**src/ppc_pkg.sv**
```systemverilog
// Contract
// - Every pin of a bidirectional port has its own direction bit; port 6 has them on pins 7:6 only, pins 3:0 are fixed outputs.
// - Port 0 works as two four-bit timed output groups fed from a buffer.
// - Port 2 is input only; one bit enables pull-ups on its upper six pins.
// - Ports 0 to 6 offer pull-ups on their inputs under software control.
// - One pull-up bit per port pulls up only that port's pins in input mode.
//
// Purpose: Constants for the parallel port block.
// Assumes: AXI4-Lite, 32-bit data, one word per register.
// Notes: Direction bit 1 means input.
package ppc_pkg;
  localparam int NPORT = 5;
  // Bank slot of each bidirectional port
  localparam int SLOT_P0 = 0;
  localparam int SLOT_P1 = 1;
  localparam int SLOT_P3 = 2;
  localparam int SLOT_P6 = 3;
  localparam int SLOT_P7 = 4;
  // Byte addresses
  localparam logic [7:0] OFS_DATA0 = 8'h00;
  localparam logic [7:0] OFS_DIR0 = 8'h20;
  localparam logic [7:0] OFS_PULLUP = 8'h40;
  localparam logic [7:0] OFS_RTO_CTRL = 8'h44;
  localparam logic [7:0] OFS_RTO_BUF = 8'h48;
  localparam logic [7:0] OFS_PORT2_IN = 8'h4c;
  localparam logic [7:0] PORT_STRIDE = 8'h04;
  // Pull-up register fields: bit n serves port n
  localparam int PU_P0 = 0;
  localparam int PU_P1 = 1;
  localparam int PU_P2 = 2;
  localparam int PU_P3 = 3;
  localparam int PU_P6 = 6;
  localparam logic [6:0] PU_MASK = 7'h4f;
  // Real-time output control fields
  localparam int RTO_LO = 0;
  localparam int RTO_HI = 1;
  // Port 6 layout
  localparam logic [7:0] P6_BIDIR_MASK = 8'hc0;
  localparam logic [7:0] P6_ABSENT_MASK = 8'h30;
  // Reset values
  localparam logic [7:0] RST_DIR = 8'hff;
  localparam logic [7:0] RST_LATCH = 8'h00;
  localparam logic [6:0] RST_PULLUP = 7'h00;
  localparam logic [1:0] RST_RTO_CTRL = 2'h0;
  localparam logic [7:0] RST_RTO_BUF = 8'h00;
  // AXI responses
  localparam logic [1:0] RESP_OKAY = 2'h0;
  localparam logic [1:0] RESP_SLVERR = 2'h2;
endpackage : ppc_pkg

```
**src/ppc_pin_if.sv**
```systemverilog
// Purpose: Carries register state to the pin stage and pin state back.
// Assumes: One entry per bidirectional port.
// Notes: Direction bit 1 means input.
`timescale 1ns/10ps
interface ppc_pin_if #(parameter int NP = 5);
  logic [NP-1:0][7:0] latch;
  logic [NP-1:0][7:0] dir;
  logic [NP-1:0] pu_en;
  logic [NP-1:0][7:0] pin_in;
  logic [NP-1:0][7:0] pin_out;
  logic [NP-1:0][7:0] pin_oe;
  logic [NP-1:0][7:0] pin_pu;
  logic [NP-1:0][7:0] in_val;
  modport regs (output latch, dir, pu_en, pin_in,
    input pin_out, pin_oe, pin_pu, in_val);
  modport pins (input latch, dir, pu_en, pin_in,
    output pin_out, pin_oe, pin_pu, in_val);
endinterface : ppc_pin_if

```
**src/ppc_pin_bank.sv**
```systemverilog
// Purpose: Registered pin stage for all bidirectional ports.
// Assumes: Pins synchronous to clk_in.
// Notes: Every pin output is a flip-flop.
`timescale 1ns/10ps
module ppc_pin_bank #(
  parameter int NP = 5
) (
  input wire logic clk_in,
  input wire logic resetn_in,
  ppc_pin_if.pins bus
);
  import ppc_pkg::*;

  // ----------------------------------------------------------------
  // Per-bit pin stage
  // ----------------------------------------------------------------
  for (genvar g = 0; g < NP * 8; g++) begin : g_bit
    localparam int P = g / 8;
    localparam int B = g % 8;
    logic out_ff;
    logic oe_ff;
    logic pu_ff;
    logic in_ff;
    // Pull-up only while the pin is an input
    wire nxt_pu = bus.pu_en[P] & bus.dir[P][B];
    always_ff @(posedge clk_in or negedge resetn_in) begin
      if (!resetn_in) begin
        out_ff <= 1'b0;
        oe_ff <= 1'b0;
        pu_ff <= 1'b0;
        in_ff <= 1'b0;
      end else begin
        out_ff <= bus.latch[P][B];
        oe_ff <= ~bus.dir[P][B];
        pu_ff <= nxt_pu;
        in_ff <= bus.pin_in[P][B];
      end
    end
    assign bus.pin_out[P][B] = out_ff;
    assign bus.pin_oe[P][B] = oe_ff;
    assign bus.pin_pu[P][B] = pu_ff;
    assign bus.in_val[P][B] = in_ff;
  end
endmodule : ppc_pin_bank

```
**src/ppc_port_top.sv**
```systemverilog
// Purpose: Parallel ports with direction, pull-up and timed port 0 output.
// Assumes: AXI4-Lite slave; one write and one read outstanding.
// Notes: Trigger pulses for the timed groups come from outside.
//
// Register access over AXI4-Lite and the register addresses were chosen for this implementation.
`timescale 1ns/10ps
module ppc_port_top (
  input wire logic clk_in,
  input wire logic resetn_in,
  // AXI4-Lite
  input wire logic [7:0] s_axi_awaddr_in,
  input wire logic s_axi_awvalid_in,
  output logic s_axi_awready_out,
  input wire logic [31:0] s_axi_wdata_in,
  input wire logic [3:0] s_axi_wstrb_in,
  input wire logic s_axi_wvalid_in,
  output logic s_axi_wready_out,
  output logic [1:0] s_axi_bresp_out,
  output logic s_axi_bvalid_out,
  input wire logic s_axi_bready_in,
  input wire logic [7:0] s_axi_araddr_in,
  input wire logic s_axi_arvalid_in,
  output logic s_axi_arready_out,
  output logic [31:0] s_axi_rdata_out,
  output logic [1:0] s_axi_rresp_out,
  output logic s_axi_rvalid_out,
  input wire logic s_axi_rready_in,
  // Timed output triggers, bit 0 lower group, bit 1 upper group
  input wire logic [1:0] rto_trig_in,
  // Port 0
  input wire logic [7:0] port0_pins_in,
  output logic [7:0] port0_pins_out,
  output logic [7:0] port0_pins_oe_out,
  output logic [7:0] port0_pullup_out,
  // Port 1
  input wire logic [7:0] port1_pins_in,
  output logic [7:0] port1_pins_out,
  output logic [7:0] port1_pins_oe_out,
  output logic [7:0] port1_pullup_out,
  // Port 2, input only
  input wire logic [7:0] input_only_port_pins_in,
  output logic [5:0] input_port_upper_six_pins_pullup_out,
  // Port 3
  input wire logic [7:0] port3_pins_in,
  output logic [7:0] port3_pins_out,
  output logic [7:0] port3_pins_oe_out,
  output logic [7:0] port3_pullup_out,
  // Port 6
  output logic [3:0] output_only_group_pins_out,
  input wire logic [1:0] port6_bidirectional_pins_in,
  output logic [1:0] port6_bidirectional_pins_out,
  output logic [1:0] port6_bidirectional_pins_oe_out,
  output logic [1:0] port6_bidirectional_pullup_out,
  // Port 7
  input wire logic [7:0] port7_pins_in,
  output logic [7:0] port7_pins_out,
  output logic [7:0] port7_pins_oe_out
);
  import ppc_pkg::*;

  ppc_pin_if #(.NP(NPORT)) pif ();

  logic [NPORT-1:0][7:0] latch_ff;
  logic [NPORT-1:0][7:0] dir_ff;
  logic [6:0] pullup_ff;
  logic [1:0] rto_ctrl_ff;
  logic [7:0] rto_buf_ff;
  logic [5:0] p2_pu_ff;
  logic [7:0] p2_in_ff;
  logic [7:0] awaddr_ff;
  logic aw_got_ff;
  logic [31:0] wdata_ff;
  logic [3:0] wstrb_ff;
  logic w_got_ff;
  logic awready_ff;
  logic wready_ff;
  logic bvalid_ff;
  logic [1:0] bresp_ff;
  logic arready_ff;
  logic rvalid_ff;
  logic [31:0] rdata_ff;
  logic [1:0] rresp_ff;

  // ----------------------------------------------------------------
  // Write channel handshakes
  // ----------------------------------------------------------------
  wire aw_hs = s_axi_awvalid_in & awready_ff;
  wire w_hs = s_axi_wvalid_in & wready_ff;
  wire wr_do = aw_got_ff & w_got_ff;
  wire nxt_aw_got = (aw_got_ff | aw_hs) & ~wr_do;
  wire nxt_w_got = (w_got_ff | w_hs) & ~wr_do;
  wire nxt_bvalid = wr_do | (bvalid_ff & ~s_axi_bready_in);
  wire wr_lane = wr_do & wstrb_ff[0];
  wire [7:0] wbyte = wdata_ff[7:0];

  // Write address decode
  wire [7:0] wofs = awaddr_ff & 8'hfc;
  wire wr_pu = wofs == OFS_PULLUP;
  wire wr_rctl = wofs == OFS_RTO_CTRL;
  wire wr_rbuf = wofs == OFS_RTO_BUF;
  logic [NPORT-1:0] wr_data;
  logic [NPORT-1:0] wr_dir;
  for (genvar p = 0; p < NPORT; p++) begin : g_wdec
    assign wr_data[p] = wofs == OFS_DATA0 + PORT_STRIDE * 8'(p);
    assign wr_dir[p] = wofs == OFS_DIR0 + PORT_STRIDE * 8'(p);
  end
  wire wr_hit = (|wr_data) | (|wr_dir) | wr_pu | wr_rctl | wr_rbuf |
    (wofs == OFS_PORT2_IN);

  // Write-side bus registers
  always_ff @(posedge clk_in or negedge resetn_in) begin
    if (!resetn_in) begin
      aw_got_ff <= 1'b0;
      w_got_ff <= 1'b0;
      awaddr_ff <= 8'h00;
      wdata_ff <= 32'h0;
      wstrb_ff <= 4'h0;
      awready_ff <= 1'b0;
      wready_ff <= 1'b0;
      bvalid_ff <= 1'b0;
      bresp_ff <= RESP_OKAY;
    end else begin
      aw_got_ff <= nxt_aw_got;
      w_got_ff <= nxt_w_got;
      if (aw_hs) awaddr_ff <= s_axi_awaddr_in;
      if (w_hs) begin
        wdata_ff <= s_axi_wdata_in;
        wstrb_ff <= s_axi_wstrb_in;
      end
      awready_ff <= ~nxt_aw_got & ~nxt_bvalid;
      wready_ff <= ~nxt_w_got & ~nxt_bvalid;
      bvalid_ff <= nxt_bvalid;
      if (wr_do) bresp_ff <= wr_hit ? RESP_OKAY : RESP_SLVERR;
    end
  end

  // ----------------------------------------------------------------
  // Port registers
  // ----------------------------------------------------------------
  // Port 0 nibble g loads from the buffer on its trigger when timed
  logic [7:0] nxt_latch0;
  for (genvar g = 0; g < 2; g++) begin : g_rto
    wire rto_on = rto_ctrl_ff[g];
    wire [3:0] cur = latch_ff[SLOT_P0][g*4 +: 4];
    wire [3:0] wr_nib = wbyte[g*4 +: 4];
    wire [3:0] buf_nib = rto_buf_ff[g*4 +: 4];
    wire do_sw = wr_lane & wr_data[SLOT_P0] & ~rto_on;
    assign nxt_latch0[g*4 +: 4] = (rto_on & rto_trig_in[g]) ? buf_nib :
      do_sw ? wr_nib : cur;
  end

  // Latches, directions, pull-ups and timed-output control
  always_ff @(posedge clk_in or negedge resetn_in) begin
    if (!resetn_in) begin
      latch_ff <= {NPORT{RST_LATCH}};
      dir_ff <= {NPORT{RST_DIR}};
      pullup_ff <= RST_PULLUP;
      rto_ctrl_ff <= RST_RTO_CTRL;
      rto_buf_ff <= RST_RTO_BUF;
    end else begin
      latch_ff[SLOT_P0] <= nxt_latch0;
      for (int p = 1; p < NPORT; p++) begin
        if (wr_lane & wr_data[p]) latch_ff[p] <= wbyte;
      end
      for (int p = 0; p < NPORT; p++) begin
        if (wr_lane & wr_dir[p]) dir_ff[p] <= wbyte;
      end
      if (wr_lane & wr_pu) pullup_ff <= wbyte[6:0] & PU_MASK;
      if (wr_lane & wr_rctl) rto_ctrl_ff <= wbyte[1:0];
      if (wr_lane & wr_rbuf) rto_buf_ff <= wbyte;
    end
  end

  // ----------------------------------------------------------------
  // Pin stage hookup
  // ----------------------------------------------------------------
  // Port 6: low nibble always output, bits 5:4 absent
  wire [7:0] dir6 = (dir_ff[SLOT_P6] & P6_BIDIR_MASK) | P6_ABSENT_MASK;
  assign pif.latch = latch_ff;
  assign pif.dir = {dir_ff[SLOT_P7], dir6, dir_ff[SLOT_P3],
    dir_ff[SLOT_P1], dir_ff[SLOT_P0]};
  assign pif.pu_en = {1'b0, pullup_ff[PU_P6], pullup_ff[PU_P3],
    pullup_ff[PU_P1], pullup_ff[PU_P0]};
  assign pif.pin_in = {port7_pins_in,
    {port6_bidirectional_pins_in, 6'h00}, port3_pins_in, port1_pins_in,
    port0_pins_in};

  ppc_pin_bank #(.NP(NPORT)) u_bank (
    .clk_in(clk_in),
    .resetn_in(resetn_in),
    .bus(pif.pins)
  );

  // Port 2 pull-ups switch as one group on the upper six pins
  always_ff @(posedge clk_in or negedge resetn_in) begin
    if (!resetn_in) begin
      p2_pu_ff <= 6'h00;
      p2_in_ff <= 8'h00;
    end else begin
      p2_pu_ff <= {6{pullup_ff[PU_P2]}};
      p2_in_ff <= input_only_port_pins_in;
    end
  end

  // Pin outputs
  assign port0_pins_out = pif.pin_out[SLOT_P0];
  assign port0_pins_oe_out = pif.pin_oe[SLOT_P0];
  assign port0_pullup_out = pif.pin_pu[SLOT_P0];
  assign port1_pins_out = pif.pin_out[SLOT_P1];
  assign port1_pins_oe_out = pif.pin_oe[SLOT_P1];
  assign port1_pullup_out = pif.pin_pu[SLOT_P1];
  assign port3_pins_out = pif.pin_out[SLOT_P3];
  assign port3_pins_oe_out = pif.pin_oe[SLOT_P3];
  assign port3_pullup_out = pif.pin_pu[SLOT_P3];
  assign output_only_group_pins_out = pif.pin_out[SLOT_P6][3:0];
  assign port6_bidirectional_pins_out = pif.pin_out[SLOT_P6][7:6];
  assign port6_bidirectional_pins_oe_out = pif.pin_oe[SLOT_P6][7:6];
  assign port6_bidirectional_pullup_out = pif.pin_pu[SLOT_P6][7:6];
  assign port7_pins_out = pif.pin_out[SLOT_P7];
  assign port7_pins_oe_out = pif.pin_oe[SLOT_P7];
  assign input_port_upper_six_pins_pullup_out = p2_pu_ff;

  // ----------------------------------------------------------------
  // Read path
  // ----------------------------------------------------------------
  // Data reads show the pin for inputs and the latch for outputs
  wire [7:0] rofs = s_axi_araddr_in & 8'hfc;
  logic [31:0] rd_mux;
  logic rd_hit;
  always_comb begin
    rd_mux = 32'h0;
    rd_hit = 1'b1;
    if (rofs == OFS_PULLUP) rd_mux = {25'h0, pullup_ff};
    else if (rofs == OFS_RTO_CTRL) rd_mux = {30'h0, rto_ctrl_ff};
    else if (rofs == OFS_RTO_BUF) rd_mux = {24'h0, rto_buf_ff};
    else if (rofs == OFS_PORT2_IN) rd_mux = {24'h0, p2_in_ff};
    else rd_hit = 1'b0;
    for (int p = 0; p < NPORT; p++) begin
      if (rofs == OFS_DATA0 + PORT_STRIDE * 8'(p)) begin
        rd_hit = 1'b1;
        rd_mux = {24'h0, (pif.in_val[p] & pif.dir[p]) |
          (latch_ff[p] & ~pif.dir[p])};
      end
      if (rofs == OFS_DIR0 + PORT_STRIDE * 8'(p)) begin
        rd_hit = 1'b1;
        rd_mux = {24'h0, dir_ff[p]};
      end
    end
  end

  wire ar_hs = s_axi_arvalid_in & arready_ff;
  wire nxt_rvalid = ar_hs | (rvalid_ff & ~s_axi_rready_in);

  // Read-side bus registers
  always_ff @(posedge clk_in or negedge resetn_in) begin
    if (!resetn_in) begin
      arready_ff <= 1'b0;
      rvalid_ff <= 1'b0;
      rdata_ff <= 32'h0;
      rresp_ff <= RESP_OKAY;
    end else begin
      arready_ff <= ~nxt_rvalid;
      rvalid_ff <= nxt_rvalid;
      if (ar_hs) begin
        rdata_ff <= rd_mux;
        rresp_ff <= rd_hit ? RESP_OKAY : RESP_SLVERR;
      end
    end
  end

  assign s_axi_awready_out = awready_ff;
  assign s_axi_wready_out = wready_ff;
  assign s_axi_bvalid_out = bvalid_ff;
  assign s_axi_bresp_out = bresp_ff;
  assign s_axi_arready_out = arready_ff;
  assign s_axi_rvalid_out = rvalid_ff;
  assign s_axi_rdata_out = rdata_ff;
  assign s_axi_rresp_out = rresp_ff;
endmodule : ppc_port_top

```
**config.mk**
```make
export PLATFORM = sky130hd
export DESIGN_NAME = ppc_port_top
export DESIGN_NICKNAME = d
export VERILOG_FILES = /design/src/ppc_pkg.sv /design/src/ppc_pin_if.sv /design/src/ppc_pin_bank.sv /design/src/ppc_port_top.sv
export SDC_FILE = /design/constraint.sdc
export NUM_CORES = 1
export LEC_CHECK = 0
export ABC_CLOCK_PERIOD_IN_PS = 2600
export BUFFER_PORTS_ARGS = -buffer_cell sky130_fd_sc_hd__buf_2
export CAP_MARGIN = 20
export CORE_ASPECT_RATIO = 1.1
export CORE_UTILIZATION = 55
export CTS_CLUSTER_DIAMETER = 200
export CTS_CLUSTER_SIZE = 24
export DETAILED_ROUTE_END_ITERATION = 12
export GPL_ROUTABILITY_DRIVEN = 0
export PLACE_DENSITY = 0.76
export REMOVE_ABC_BUFFERS = 1
export SLEW_MARGIN = 20
export SYNTH_ARGS = -nofsm -noshare
export SYNTH_HDL_FRONTEND = slang
export SYNTH_HIERARCHICAL = 1
export SYNTH_SLANG_ARGS = --single-unit
```
**constraint.sdc**
```tcl
create_clock -name clk_in -period 2.6 [get_ports clk_in]
set_input_delay 0.26 -clock clk_in [delete_from_list [all_inputs] [get_ports clk_in]]
set_output_delay 0.26 -clock clk_in [all_outputs]
set_load 0.005 [all_outputs]
```
==> reports/metrics.csv <==
stage,metric,value,unit
status,outcome,finished clean,
die,Die H,154,um
job,max cap viols,0,
detailed_routing,Total Wirelength,25.3,mm
die,die area,21600,um^2
layout,nets@finish,1129,
timing,final setup vio count,0,
detailed_routing,Final ANT Viol Nets,0,
place,hpwl dp,17.5,mm
synth,synthesized area,11600,um^2
worst_setup_path,crit-path cells,"nor2b_1, a2111oi_0, o221ai_1, a221oi_1, o21ai_1",
power_and_ir_drop,leak pwr,5.93,nW
place,Port Buffers,190,
worst_setup_path,crit path to,s_axi_rdata_out[0],
power_and_ir_drop,Tot Pwr,10.7,mW
worst_setup_path,Critical Path Source,dir_ff[16],
place,Inst Count DP,1213,
cts,cts repair resizes,0,
layout,final core utilization,0.616,
detailed_routing,vias after detailed routing,6994,
detailed_routing,WL/cell,19.6,um
worst_setup_path,r2r startpoint,dir_ff[16],
worst_setup_path,CP endpoint kind,flop,
power_and_ir_drop,worst vdd rail ir drop,843,uV
cts,# H-tree levels,1,
grt,first-pass GRT wire length,39.1,mm
cts,Worst-path clk slew,0.09,ns
timing,Final Cycle Share,0.837,
cts,clock latency on the worst-skew pair,0.49,ns
grt,antenna violations before repair,0,
layout,Final Cell Area,12700,um^2
cts,Num Clock Sinks,268,
power_and_ir_drop,Reg power frac,0.578,
cts,Clock Tree Root,clkbuf_16,
worst_setup_path,Reg2Reg Setup Slack,0.42,ns
timing,RSZ-0062 raised after global routing,no,
layout,ANT cells,0,
die,Die Wd,140,um
layout,layout cells sized above 1,0.384,
cts,Setup Buffers After CTS,0,
die,row cnt,55,
worst_setup_path,Register-to-Register Path Depth,5,
timing,crit path time final,2.18,ns
synth,Cells after Synth,922,
worst_setup_path,startpoint types,flop,
power_and_ir_drop,pwr dens,844,nW/um^2
die,Initial Util,0.563,
synth,synth warn,6,
detailed_routing,first drt pass iteration count,5,
power_and_ir_drop,Sw Ratio,0.304,
worst_setup_path,Worst Path Required,2.97,ns
detailed_routing,drt via density,5.42,
worst_setup_path,CP max stage cell,a2111oi_0,
worst_hold_path,Worst Hold Class,in -> reg,
worst_setup_path,reg2reg end,s_axi_rdata_out[0],
die,I/O pin count,248,
layout,fill count,1585,
grt,remaining global-route overflow,0,
timing,Final Hold Viols,0,
cts,CTS Buffer Depth,3,
worst_setup_path,WP data arrival,2.55,ns
timing,TNS Setup,0,ns
cts,CTS Hold Bufs,52,
place,placed cell area,11700,um^2
cts,TritonCTS Buffers,15,
detailed_routing,DR iter-0 viols,386,
timing,Slew @ Worst Pin,0.762,ns
power_and_ir_drop,P_int,7.44,mW
power_and_ir_drop,switching power,3.25,mW
power_and_ir_drop,logic gate share of total power,0.194,
layout,Finished Layout Cells,1290,
worst_setup_path,critical path depth,5,
cts,CTS tree,yes,
worst_setup_path,crit-path max cell delay,0.61,ns
timing,final slew viol count,0,
detailed_routing,Post-route DRC,0,
synth,Synth Area per Inst,12.6,um^2
worst_setup_path,Crit Path Max Fanout,6,
grt,pin count of the biggest net entering global routing,78,
worst_setup_path,WP buf/inv,0,
power_and_ir_drop,Clock Power Share,0.228,
layout,Synth-to-Final Area Change,9.41,%
timing,Worst Skew,0.0250,ns
die,core area,20600,um^2
grt,total track usage,0.238,
grt,vias in the first global route,6833,
timing,Worst slew margin,0.488,
worst_setup_path,Setup CP Type,reg -> reg,
worst_setup_path,Crit path max-delay family,compound AO/OA/AOI/OAI gates,
timing,f_max,0.460,GHz
[area by class of cell]
type	instances	area, um^2	share of cell area
Multi-Input combinational cell	438	3370	0.266
Inverter	45	169	0.0133
Timing Repair Buffer	258	1630	0.128
Tap cell	256	320	0.0253
Clock buffer	24	409	0.0323
Clock inverter	1	20.0	0.00158
Sequential cell	268	6760	0.533
[routing by layer]
| metal | wire length (um) | GRT usage | vias to the layer above |
|---|---|---|---|
| met2 | 12300 | 0.396 | 320 |
| met4 | 684 | 0.0738 | 0 |
| met5 | 0 | 0 | - |
| met3 | 1710 | 0.0322 | 42 |
| li1 | - | - | 3165 |
| met1 | 10600 | 0.327 | 3467 |
[per-stage QoR]
| stage | hold WS, ns | worst slack [ns] |
|---|---|---|
| 3_3_place_gp | 0.203 | 0.335 |
| 2_1_floorplan | -0.0356 | 0.488 |
| 3_5_place_dp | 0.204 | 0.315 |
| 5_1_grt | 0.00387 | 0.321 |
| 6_report | 0.00880 | 0.425 |
| 4_1_cts | 0.000937 | 0.448 |
[power by group through the flow]
stage / combinational, mW / clock (mW) / sequential [mW]
final: 2.08 / 2.44 / 6.17
after global routing: 2.26 / 2.64 / 6.31
after CTS: 2.08 / 2.49 / 6.16
after detailed placement: 2.01 / 0 / 6.23
after global placement: 1.96 / 0 / 6.21
after floorplan: 1.04 / 0 / 5.90
[worst min-delay path by stage]
stage,from,to,slack (ns),cells after the start
after floorplan,resetn_in,aw_got_ff,-0.04,0
after global placement,resetn_in,u_bank/g_bit[19].in_ff,0.20,1
after detailed placement,resetn_in,u_bank/g_bit[19].in_ff,0.20,1
after CTS,s_axi_wstrb_in[0],wstrb_ff[0],0.0009,2
after global routing,s_axi_wdata_in[0],wdata_ff[0],0.004,2
final,s_axi_wstrb_in[0],wstrb_ff[0],0.009,2
[registers in the layout (all words and copies together) (netlist names), 2 cells and up]
register and flops:
rto_buf_ff 8, u_bank/g_bit.out_ff 38, wdata_ff 8, dir_ff 38, awaddr_ff 6, u_bank/g_bit.in_ff 36, latch_ff 30, s_axi_rdata_out 8
u_bank/g_bit.pu_ff 26, p2_in_ff 8, g_rto.cur 8, u_bank/g_bit.oe_ff 34, rto_ctrl_ff 2, pullup_ff 5, dir6 2
[cells in the final DEF, fill, tap and decap left out, types with 6 or more instances in the layout]
cell	n
dfrtp_1	228
buf_2	189
mux2_2	122
dlygate4sd3_1	52
inv_1	45
dfstp_2	40
o21ai_0	35
nand2_1	30
and2_1	29
conb_1	28
a21oi_1	21
nor2_1	20
clkbuf_16	15
mux2i_1	14
buf_4	14
nor2b_1	11
nand2b_1	11
and3_1	10
clkbuf_1	9
nor3_1	7
a22oi_1	7
nand3_1	6
No activity file was read; power rests on OpenSTA's default activity.
